--- config.mk ---
export PLATFORM = sky130hd
export DESIGN_NAME = bms_boot_ctrl
export DESIGN_NICKNAME = d
export VERILOG_FILES = /design/src/verilog/bms_decode.v /design/src/verilog/bms_boot_ctrl.v
export VERILOG_INCLUDE_DIRS = /design/src /design/src/common
export SDC_FILE = /design/constraint.sdc
export NUM_CORES = 1
export LEC_CHECK = 0
export BUFFER_PORTS_ARGS = -buffer_cell sky130_fd_sc_hd__buf_2
export CAP_MARGIN = 40
export CORE_MARGIN = 2
export CORE_UTILIZATION = 46
export DETAILED_ROUTE_END_ITERATION = 7
export HOLD_SLACK_MARGIN = 0.15
export PLACE_DENSITY_LB_ADDON = 0.12
export SETUP_SLACK_MARGIN = 0.15
export SLEW_MARGIN = 20
export SYNTH_ARGS = -nofsm -noshare
export SYNTH_HDL_FRONTEND = slang
export SYNTH_SLANG_ARGS = --single-unit
--- constraint.sdc ---
create_clock -name pclk -period 2.25 [get_ports pclk]
set_input_delay 0.225 -clock pclk [delete_from_list [all_inputs] [get_ports pclk]]
set_output_delay 0.225 -clock pclk [all_outputs]
set_load 0.01 [all_outputs]
--- src/common/bms_defs.vh ---
// Constants for the boot mode select and readback block.
`ifndef BMS_DEFS_VH
`define BMS_DEFS_VH
// Board variants.
`define BMS_VAR_JUMPER 2'd0
`define BMS_VAR_MID 2'd1
`define BMS_VAR_WIDE 2'd2
// Register byte offsets.
`define BMS_OFF_READBACK 12'h008
`define BMS_OFF_STATUS 12'h010
`define BMS_OFF_CONTROL 12'h014
// Boot codes, older family numbering.
`define BMS_BM1 4'h1
`define BMS_BM3 4'h3
`define BMS_BM5 4'h5
`define BMS_BM6 4'h6
`define BMS_BM7 4'h7
`define BMS_BM9 4'h9
`define BMS_BM11 4'hb
`define BMS_BM13 4'hd
`define BMS_BM_RESERVED 4'hf
// Native wide-core codes.
`define BMS_NAT_NONE 2'd0
`define BMS_NAT_HOST 2'd1
`define BMS_NAT_FLASH 2'd2
// Copy lengths in bytes and addresses.
`define BMS_COPY_WIDE 17'h0_0400
`define BMS_COPY_OLD 17'h1_0000
`define BMS_ADDR_ZERO 32'h0000_0000
`define BMS_ADDR_INTERNAL_LOW_MEMORY_MAP_EXT 32'h0040_0000
// Boot kinds.
`define BMS_KIND_NONE 2'd0
`define BMS_KIND_HOST 2'd1
`define BMS_KIND_FLASH 2'd2
// Status register field positions.
`define BMS_ST_DONE 0
`define BMS_ST_BUSY 1
`define BMS_ST_INTERNAL_LOW_MEMORY_MAP 2
`define BMS_ST_SYNC 3
`define BMS_ST_RSVD 4
`endif

--- src/verilog/bms_decode.v ---
// Decoder from jumper or switch settings to boot code, native code and memory plan.
`timescale 1ns/1ps
`include "bms_defs.vh"
module bms_decode
(
  // Settings; bit n-1 is jumper or switch n, 1 means ON.
  input wire [1:0] variant,
  input wire [3:0] setting,
  // Decoded results.
  output reg [3:0] code,
  output reg [1:0] native,
  output reg [1:0] kind,
  output reg internal_low_memory_map,
  output reg sync_mem,
  output reg reserved
);
  always @*
  begin
    code = `BMS_BM_RESERVED;
    native = `BMS_NAT_NONE;
    reserved = 1'b0;
    if (variant == `BMS_VAR_WIDE)
    begin
      // Switch 1 is bit 0, switch 2 is bit 1.
      case (setting[1:0])
        2'b11:
        begin
          code = `BMS_BM5;
          native = `BMS_NAT_NONE;
        end
        2'b10:
        begin
          code = `BMS_BM7;
          native = `BMS_NAT_HOST;
        end
        2'b01:
        begin
          code = `BMS_BM13;
          native = `BMS_NAT_FLASH;
        end
        default:
          reserved = 1'b1;
      endcase
    end
    else
    begin
      // Order 4,3,2,1 read ON=1; a fitted jumper reads ON.
      case (setting)
        4'b1100: code = `BMS_BM3;
        4'b1001: code = `BMS_BM6;
        4'b0100: code = `BMS_BM11;
        4'b1010: code = `BMS_BM5;
        4'b1000: code = `BMS_BM7;
        4'b0010: code = `BMS_BM13;
        4'b0110:
        begin
          if (variant == `BMS_VAR_MID)
            code = `BMS_BM9;
          else
            reserved = 1'b1;
        end
        default:
          reserved = 1'b1;
      endcase
    end
    case (code)
      `BMS_BM6, `BMS_BM7: kind = `BMS_KIND_HOST;
      `BMS_BM9, `BMS_BM11, `BMS_BM13: kind = `BMS_KIND_FLASH;
      default: kind = `BMS_KIND_NONE;
    endcase
    internal_low_memory_map = (code == `BMS_BM5) || (code == `BMS_BM7) || (code == `BMS_BM13);
    // Host-boot and map-one modes keep asynchronous timing everywhere.
    sync_mem = (code == `BMS_BM3) || (code == `BMS_BM9) || (code == `BMS_BM11);
    // The wide core has one memory map: no map-one base and no synchronous auto-select.
    if (variant == `BMS_VAR_WIDE)
    begin
      internal_low_memory_map = 1'b0;
      sync_mem = 1'b0;
    end
  end
endmodule

--- src/verilog/bms_boot_ctrl.v ---
// Boot mode capture, readback register and boot copy sequencer.
//
// Decided for this implementation: the register offsets and the APB slave port.
`timescale 1ns/1ps
`include "bms_defs.vh"
module bms_boot_ctrl
#(
  parameter [1:0] VARIANT = `BMS_VAR_MID,
  parameter ADDR_W = 17
)
(
  // Clock and on-board reset.
  input wire pclk,
  input wire presetn,
  // Board settings; 1 means ON or fitted.
  input wire [3:0] boot_setting,
  // APB slave.
  input wire psel,
  input wire penable,
  input wire pwrite,
  input wire [11:0] paddr,
  input wire [31:0] pwdata,
  output reg [31:0] prdata,
  output reg pready,
  output reg pslverr,
  // Flash copy engine request.
  output reg copy_req,
  output reg [ADDR_W-1:0] copy_addr,
  input wire copy_ack,
  // Processor start and memory plan.
  output reg cpu_run,
  output reg [31:0] cpu_start_addr,
  output reg [31:0] ext_base_addr,
  output reg sync_mem_sel,
  output reg [1:0] native_code
);
  // ****************************************************************
  // Setting synchroniser and decode
  // ****************************************************************
  wire [3:0] set_sync;
  wire [3:0] dec_code;
  wire [1:0] dec_native;
  wire [1:0] dec_kind;
  wire dec_internal_low_memory_map;
  wire dec_sync;
  wire dec_rsvd;

  // Each jumper or switch is an independent asynchronous level, so every bit gets its
  // own two-stage synchroniser; only the second stage is ever read.
  genvar gi;
  generate
    for (gi = 0; gi < 4; gi = gi + 1)
    begin : g_sync
      reg meta;
      reg settled;
      always @(posedge pclk or negedge presetn)
      begin
        if (!presetn)
        begin
          meta <= 1'b0;
          settled <= 1'b0;
        end
        else
        begin
          meta <= boot_setting[gi];
          settled <= meta;
        end
      end
      assign set_sync[gi] = settled;
    end
  endgenerate

  bms_decode u_decode
  (
    .variant(VARIANT),
    .setting(set_sync),
    .code(dec_code),
    .native(dec_native),
    .kind(dec_kind),
    .internal_low_memory_map(dec_internal_low_memory_map),
    .sync_mem(dec_sync),
    .reserved(dec_rsvd)
  );

  // ****************************************************************
  // Capture and boot sequencer
  // ****************************************************************
  localparam [2:0] ST_SYNC = 3'd0;
  localparam [2:0] ST_LATCH = 3'd1;
  localparam [2:0] ST_COPY = 3'd2;
  localparam [2:0] ST_HOST = 3'd3;
  localparam [2:0] ST_RUN = 3'd4;
  localparam [2:0] ST_HALT = 3'd5;

  // Copy length depends on the variant; the wide core only fetches 1 Kbyte.
  localparam [ADDR_W-1:0] COPY_LEN =
    (VARIANT == `BMS_VAR_WIDE) ? `BMS_COPY_WIDE : `BMS_COPY_OLD;

  reg [2:0] state;
  reg [1:0] wait_cnt;
  reg [3:0] boot_code;
  reg [1:0] boot_kind;
  reg boot_internal_low_memory_map;
  reg boot_rsvd;
  reg host_done;
  reg [ADDR_W-1:0] next_copy_addr;

  always @*
  begin
    next_copy_addr = copy_addr + {{(ADDR_W-1){1'b0}}, 1'b1};
  end

  always @(posedge pclk or negedge presetn)
  begin
    if (!presetn)
    begin
      state <= ST_SYNC;
      wait_cnt <= 2'd0;
      boot_code <= `BMS_BM_RESERVED;
      boot_kind <= `BMS_KIND_NONE;
      boot_internal_low_memory_map <= 1'b0;
      boot_rsvd <= 1'b0;
      copy_req <= 1'b0;
      copy_addr <= {ADDR_W{1'b0}};
      cpu_run <= 1'b0;
      cpu_start_addr <= `BMS_ADDR_ZERO;
      ext_base_addr <= `BMS_ADDR_ZERO;
      sync_mem_sel <= 1'b0;
      native_code <= `BMS_NAT_NONE;
    end
    else
    begin
      case (state)
        ST_SYNC:
        begin
          // Let the two-stage synchroniser fill before capturing.
          wait_cnt <= wait_cnt + 2'd1;
          if (wait_cnt == 2'd2)
            state <= ST_LATCH;
        end
        ST_LATCH:
        begin
          // Captured once per reset and never updated afterwards.
          boot_code <= dec_code;
          boot_kind <= dec_kind;
          boot_internal_low_memory_map <= dec_internal_low_memory_map;
          boot_rsvd <= dec_rsvd;
          native_code <= dec_native;
          sync_mem_sel <= dec_sync;
          cpu_start_addr <= `BMS_ADDR_ZERO;
          ext_base_addr <= dec_internal_low_memory_map ? `BMS_ADDR_INTERNAL_LOW_MEMORY_MAP_EXT : `BMS_ADDR_ZERO;
          copy_addr <= {ADDR_W{1'b0}};
          // Reserved patterns never start the processor.
          if (dec_rsvd)
            state <= ST_HALT;
          else if (dec_kind == `BMS_KIND_FLASH)
          begin
            copy_req <= 1'b1;
            state <= ST_COPY;
          end
          else if (dec_kind == `BMS_KIND_HOST)
            state <= ST_HOST;
          else
            state <= ST_RUN;
        end
        ST_COPY:
        begin
          // One byte per acknowledge, from flash zero to target zero.
          // Byte steps keep the counter simple; the older family pays 64K acknowledges.
          if (copy_ack)
          begin
            copy_addr <= next_copy_addr;
            if (next_copy_addr == COPY_LEN)
            begin
              copy_req <= 1'b0;
              state <= ST_RUN;
            end
          end
        end
        ST_HOST:
        begin
          // The processor runs while the host uploads over the host port.
          cpu_run <= 1'b1;
          if (host_done)
            state <= ST_RUN;
        end
        ST_RUN:
          cpu_run <= 1'b1;
        ST_HALT:
          // A reserved pattern keeps the processor stopped until the next on-board reset;
          // software has no way out, which is the safe choice for an unknown setting.
          cpu_run <= 1'b0;
        default:
          state <= ST_HALT;
      endcase
    end
  end

  // ****************************************************************
  // APB slave
  // ****************************************************************
  // Readback exists only on the mid and wide variants.
  localparam HAS_READBACK = (VARIANT != `BMS_VAR_JUMPER);

  function hit;
    input [11:0] addr;
    input [11:0] off;
    begin
      hit = (addr == off);
    end
  endfunction

  wire setup = psel && !penable;
  wire access = psel && penable && pready;
  reg [31:0] next_prdata;
  reg next_pslverr;
  wire host_release;

  // ****************************************************************
  // Register read decode
  // ****************************************************************
  // Packs the status word: running, copying, map one, synchronous memory, reserved.
  function [31:0] status_word;
    input rsvd;
    input sync;
    input map_one;
    input [2:0] st;
    begin
      status_word = {27'h000_0000, rsvd, sync, map_one, st == ST_COPY, st == ST_RUN};
    end
  endfunction

  // Read data and the error flag are decoded in the setup cycle and registered, so both
  // stand for exactly the access cycle.
  always @*
  begin
    next_prdata = 32'h0000_0000;
    next_pslverr = 1'b0;
    if (setup)
    begin
      if (hit(paddr, `BMS_OFF_READBACK) && HAS_READBACK && !pwrite)
        next_prdata = {28'h000_0000, boot_code};
      else if (hit(paddr, `BMS_OFF_STATUS) && !pwrite)
        next_prdata = status_word(boot_rsvd, sync_mem_sel, boot_internal_low_memory_map, state);
      else if (hit(paddr, `BMS_OFF_CONTROL))
        next_prdata = {31'h0000_0000, host_done};
      else
        next_pslverr = 1'b1;
    end
  end

  always @(posedge pclk or negedge presetn)
  begin
    if (!presetn)
    begin
      pready <= 1'b0;
      prdata <= 32'h0000_0000;
      pslverr <= 1'b0;
    end
    else
    begin
      pready <= setup;
      prdata <= next_prdata;
      pslverr <= next_pslverr;
    end
  end

  // ****************************************************************
  // Host-boot release
  // ****************************************************************
  // The host writes bit 0 of control once its upload is complete. Outside host boot the
  // write is taken but ignored, so a stray write cannot cut short a copy.
  assign host_release = access && pwrite && hit(paddr, `BMS_OFF_CONTROL) && pwdata[0]
    && (boot_kind == `BMS_KIND_HOST);

  // The release flag is sticky until the next on-board reset.
  always @(posedge pclk or negedge presetn)
  begin
    if (!presetn)
      host_done <= 1'b0;
    else if (host_release)
      host_done <= 1'b1;
  end
endmodule

After elaboration in Yosys (flattened, before gate mapping):

Cells that the tools add are included.

* $add $sub $neg: 2
* equality and inequality tests: 33
* multiplexer cells: 28
* bitwise gates (word level): 1
* reductions and logical operators: 26

Operators by type and width (number)
* 32-bit two-way mux: 3
* 17-bit case mux with 2 select lines: 1
* 4-bit equality test, second input constant: 7
* 4-bit case mux with 7 select lines: 1
* 12-bit by 5-bit equality test with 1-bit output, second input constant: 2
* 23-bit two-way mux: 1
* 3-bit two-way mux: 7
* 4-bit by 3-bit equality test with 1-bit output, second input constant: 5
* 17-bit by 1-bit adder with 17-bit output, second input constant: 1
* 17-bit equality test, second input constant: 1
* 17-bit two-way mux: 1
* 3-bit case mux with 5 select lines: 1
* 12-bit by 4-bit equality test with 1-bit output, second input constant: 1
* 2-bit != test, second input constant: 6
* 1-bit two-way mux: 10
* 5-bit AND reduction: 2
* 1-bit logical AND: 9
* 4-bit by 2-bit equality test with 1-bit output, second input constant: 2
* 7-bit OR reduction: 1
* 3-bit by 2-bit equality test with 1-bit output, second input constant: 2
* 3-bit equality test, second input constant: 2
* 2-bit OR reduction: 3
* 2-bit by 1-bit equality test with 1-bit output, second input constant: 2
* 2-bit equality test, second input constant: 2
* other kinds (11): 17

* bits in registers: 108
* input bits: 54
* output and inout bits: 120
* word-level logic and storage cells: 113

Depth between registers and ports, before layout:

* depth after elaboration: 10
* gate-level depth with buffers: 7
* depth with buffers taken out: 7

Modules after synthesis:

Synthesis repeated with hierarchy kept, for this count alone.

* cell total of the unflattened synthesis: 386
* area total of the unflattened synthesis: 3595.9 sq um

Modules (own cells, without submodules)
* bms_boot_ctrl: times used 1, cells each 348, area an instance 3319.4 sq um, sequential area each 1281.2 sq um
* bms_decode: times used 1, cells each 38, area an instance 276.5 sq um, sequential area each 0.0 sq um

Worst setup path after synthesis:

Ideal clock, no wire load.

* path kind: reg-to-reg
* start point: register copy_addr[0]
* end point: register state[2]
* setup time: 0.119 ns
* data arrival time: 1.859 ns
* data required time: 2.131 ns
* path slack: 0.272 ns
* cell stages (with the launch flop): 8
* buffers on the path: 0
* period minus slack after synthesis: 1.978 ns
* cell sequence: dfrtp_1 -> ha_1 -> nand4_1 -> nor4_2 -> xor2_1 -> and2_1 -> a41o_1 -> and2_1

* cells in the longest elaborated chain, start to end: 4

RTL lines
* from (decl): RTL line bms_boot_ctrl.v:28 `output reg [ADDR_W-1:0] copy_addr,`
* from (signal assigned): RTL line bms_boot_ctrl.v:124 `copy_addr <= {ADDR_W{1'b0}};`
* from (signal assigned): RTL line bms_boot_ctrl.v:152 `copy_addr <= {ADDR_W{1'b0}};`
* from (signal assigned): RTL line bms_boot_ctrl.v:172 `copy_addr <= next_copy_addr;`
* 17-bit by 1-bit adder with 17-bit output: RTL line bms_boot_ctrl.v:110 `next_copy_addr = copy_addr + {{(ADDR_W-1){1'b0}}, 1'b1};`
* 17-bit equality test: RTL line bms_boot_ctrl.v:173 `if (next_copy_addr == COPY_LEN)`
* 2-bit != test (no line)
* 5-bit AND reduction (no line)
* to (signal assigned): RTL line bms_boot_ctrl.v:117 `state <= ST_SYNC;`
* to (signal assigned): RTL line bms_boot_ctrl.v:176 `state <= ST_RUN;`
* to (signal assigned): RTL line bms_boot_ctrl.v:185 `state <= ST_RUN;`
* to (decl): RTL line bms_boot_ctrl.v:99 `reg [2:0] state;`

No other way between the ends.
A chain may end at the register's enable or synchronous reset.

Final worst setup path:

* start point: register copy_addr[0]
* end point: register state[1]

Same word-level chain as after synthesis.

==> reports/qor.yml <==
status: "finished clean"
die_x_um: 88.08
grtUsageTotal: 0.1649
io_pins: 174
start_kind: "register"
slew_headroom: 0.5961
core_area_mm2: 0.006832
grt_pass1_wl_mm: 10.20
fin_util: 0.5117
fin_skew_ps: 16.36
grt_pass1_vias: 2150
worstMarginPinSlew_ps: 599.6
wl_mm: 6.338
path_class: "reg2reg"
yosysUniqueCellTypes: 54
ant_nets: 0
layout_common_cells: "conb_1, buf_2, dfrtp_1"
cap_violations: 0
nets: 479
post-route-period-util: 0.8763
setup_violations: 0
initial_core_util: 0.4760
slowest_delay_ps: 420
min_period_ps: 1972
drt-initial-drc-count: 90
synth_edf_count: 0
yosys.area.top_type_share: 0.3463
ys_seq_elements: 49
synth_xor_area_frac: 0.01616
power_density_mw_per_mm2: 628.7
clock_latency_ps: 310
clkTransAtPathRegs_ps: 110
dpl.hpwl_mm: 4.768
fin_cells: 517
crit_slowest_cell: "dfrtp_1"
cts-buffers-inserted: 5
worstPathArrival_ps: 2140
antenna_found_initial: 0
synth_area_mm2: 0.003252
endpoint_kind: "register"
yosys.area_share.adder: 0.01924
drive_gt1_frac: 0.2185
synth.yosys.warnings: 0
diodes: 0
synth_async_sr_flop_share: 1.000
finalSetupTns_ps: 0
ys_dominant_reg_cell: "dfrtp_1"
die_height_um: 88.08
grt_start_max_net_pins: 19
synth_seq_area_share: 0.3786
clockBufferDepth: 2
avgRoutedWirePerCell_um: 12.26
io_buffers: 50
via_per_inst: 4.665
yosys.area.top_type: "dfrtp_1"
max_freq_mhz: 507.2
worst_slack_ps: 278.3
globalRoute.totalOverflow: 0
hold_viol_final: 0
layout_commonest_cell: "conb_1"
die_area_mm2: 0.007758
syn2layout_area_growth_pct: 7.503
synth_top_family_by_area: "buffers and inverters"
placed_cells: 503
pre_cts_ws_ps: 199.9
crit_chain: "buf_6, and4_4, and3_4, a32oi_1, nor4b_4, a41o_1, o311ai_1"
peakVddDrop_uv: 387.0
route.detailed.drc: 0
cts.sinks: 49
muxShareOfSynthArea: 0.01308
worstPathRequired_ps: 2420
gp_congestion: 0.8322
synthTopCellsByArea: "dfrtp_1, buf_4, o21ai_0"
synth_cells: 361
p_leak_nw: 1.791
cts_root_buf: "clkbuf_8"
yosys.area_share.simple: 0.1905
vias: 2412
drt_first_pass_iters: 4
rsz0062_at_grt: "no"
syn_area_per_cell_um2: 9.008
rows: 30
htree_levels: 2
hp-class: "in2reg"
slew_viol_final: 0
cts_tree: "yes"
synth_compound_area_frac: 0.1381
worstPathMaxFanout: 7
[repair_timing]
item                                   CTS  global route
hold buffers                             5             0
setup buffers                            0             1
setup endpoints to repair                0             3
resized for setup                        0            12
endpoints found under the hold margin   20             0
[layout make-up]
| cell class | count | area, um^2 |
|---|---|---|
| Fill cell | 663 | 3336 |
| Multi-Input combinational cell | 288 | 1610 |
| Sequential cell | 49 | 1236 |
| Timing Repair Buffer | 68 | 401.6 |
| Tap cell | 96 | 120.1 |
| Clock buffer | 5 | 68.82 |
| Inverter | 8 | 30.03 |
| Clock inverter | 3 | 28.78 |
[cells by family (layout without fill, tap and decap cells)]
group,Yosys count,in the layout
compound gates,72,72
flops,49,49
buf+inv,115,84
mux,4,4
other cells,1,92
xor+xnor,6,6
fa+ha+maj,5,5
simple gates,109,109
[per-layer routing]
metal	GRT usage	wire, um	up-vias	share of wire
met2	0.2865	3256	78	0.51
met1	0.2177	2762	1141	0.44
li1	-	-	1189	-
met4	0.02893	17	0	0.0027
met3	0.03110	302	4	0.048
met5	0	0	-	0
[flip-flops by register name (all words and copies together) (netlist names)]
signal                        cells
host_done                         1
boot_code                         4
copy_addr                        17
wait_cnt                          2
pready                            1
copy_req                          1
boot_kind                         2
g_sync.settled                    4
g_sync.meta                       4
boot_internal_low_memory_map      1
sync_mem_sel                      1
cpu_run                           1
prdata                            5
state                             3
boot_rsvd                         1
pslverr                           1
[cells in the mapped netlist, drive strengths merged, types with 2 or more instances]
master	instances
buf	98
dfrtp	45
nand2	28
o21ai	28
nor2	26
nand3	12
a21oi	11
o31ai	10
clkbuf	9
inv	8
nor3	7
a31oi	6
nand4	6
ha	5
nor2b	5
and3	4
dfstp	4
a22oi	3
and2	3
nand2b	3
nor4	3
o41ai	3
xnor2	3
xor2	3
a32oi	2
and4	2
mux2	2
mux2i	2
nand3b	2
nor4b	2
or3	2
[worst paths after layout]
| path | from | cells past startpoint | end | slack (ps) |
|---|---|---|---|---|
| worst max-delay path | copy_addr[0]$_DFFE_PN0P_ | 7 | state[1]$_DFFE_PN0P_ | 280 |
| worst min-delay path | psel | 3 | host_done$_DFFE_PN0P_ | 180 |
| worst max register to register | copy_addr[0]$_DFFE_PN0P_ | 7 | state[1]$_DFFE_PN0P_ | 280 |
| worst min register to register | g_sync[0].meta$_DFF_PN0_ | 0 | g_sync[0].settled$_DFF_PN0_ | 360 |
| max in group asynchronous | presetn | 3 | boot_code[1]$_DFFE_PN1P_ | 1240 |
| min in group asynchronous | presetn | 2 | copy_addr[7]$_DFFE_PN0P_ | 370 |
[report_power, final]
group | switching (mW) | internal (mW)
clock | 0.336 | 0.233
sequential | 0.107 | 1.03
combinational | 0.285 | 0.202
[worst max-delay path, delay by kind of cell, from the launching register on]
family,cells,cell delay [ps]
DFF,1,420
and+or+nand+nor,3,800
buffers and inverters,1,140
AOI/OAI and AO/OA,3,460
[metrics by stage]
stage	instance area, um^2	hold WS, ps	total power, mW
finish	3496	179.9	2.198
global route	3496	179.7	2.352
CTS	3441	175.3	2.198
detailed placement	3293	177.5	1.617
global placement	3293	179.5	1.603
floorplan	3593	-70.59	1.566
(Power assumes the default switching activity.)
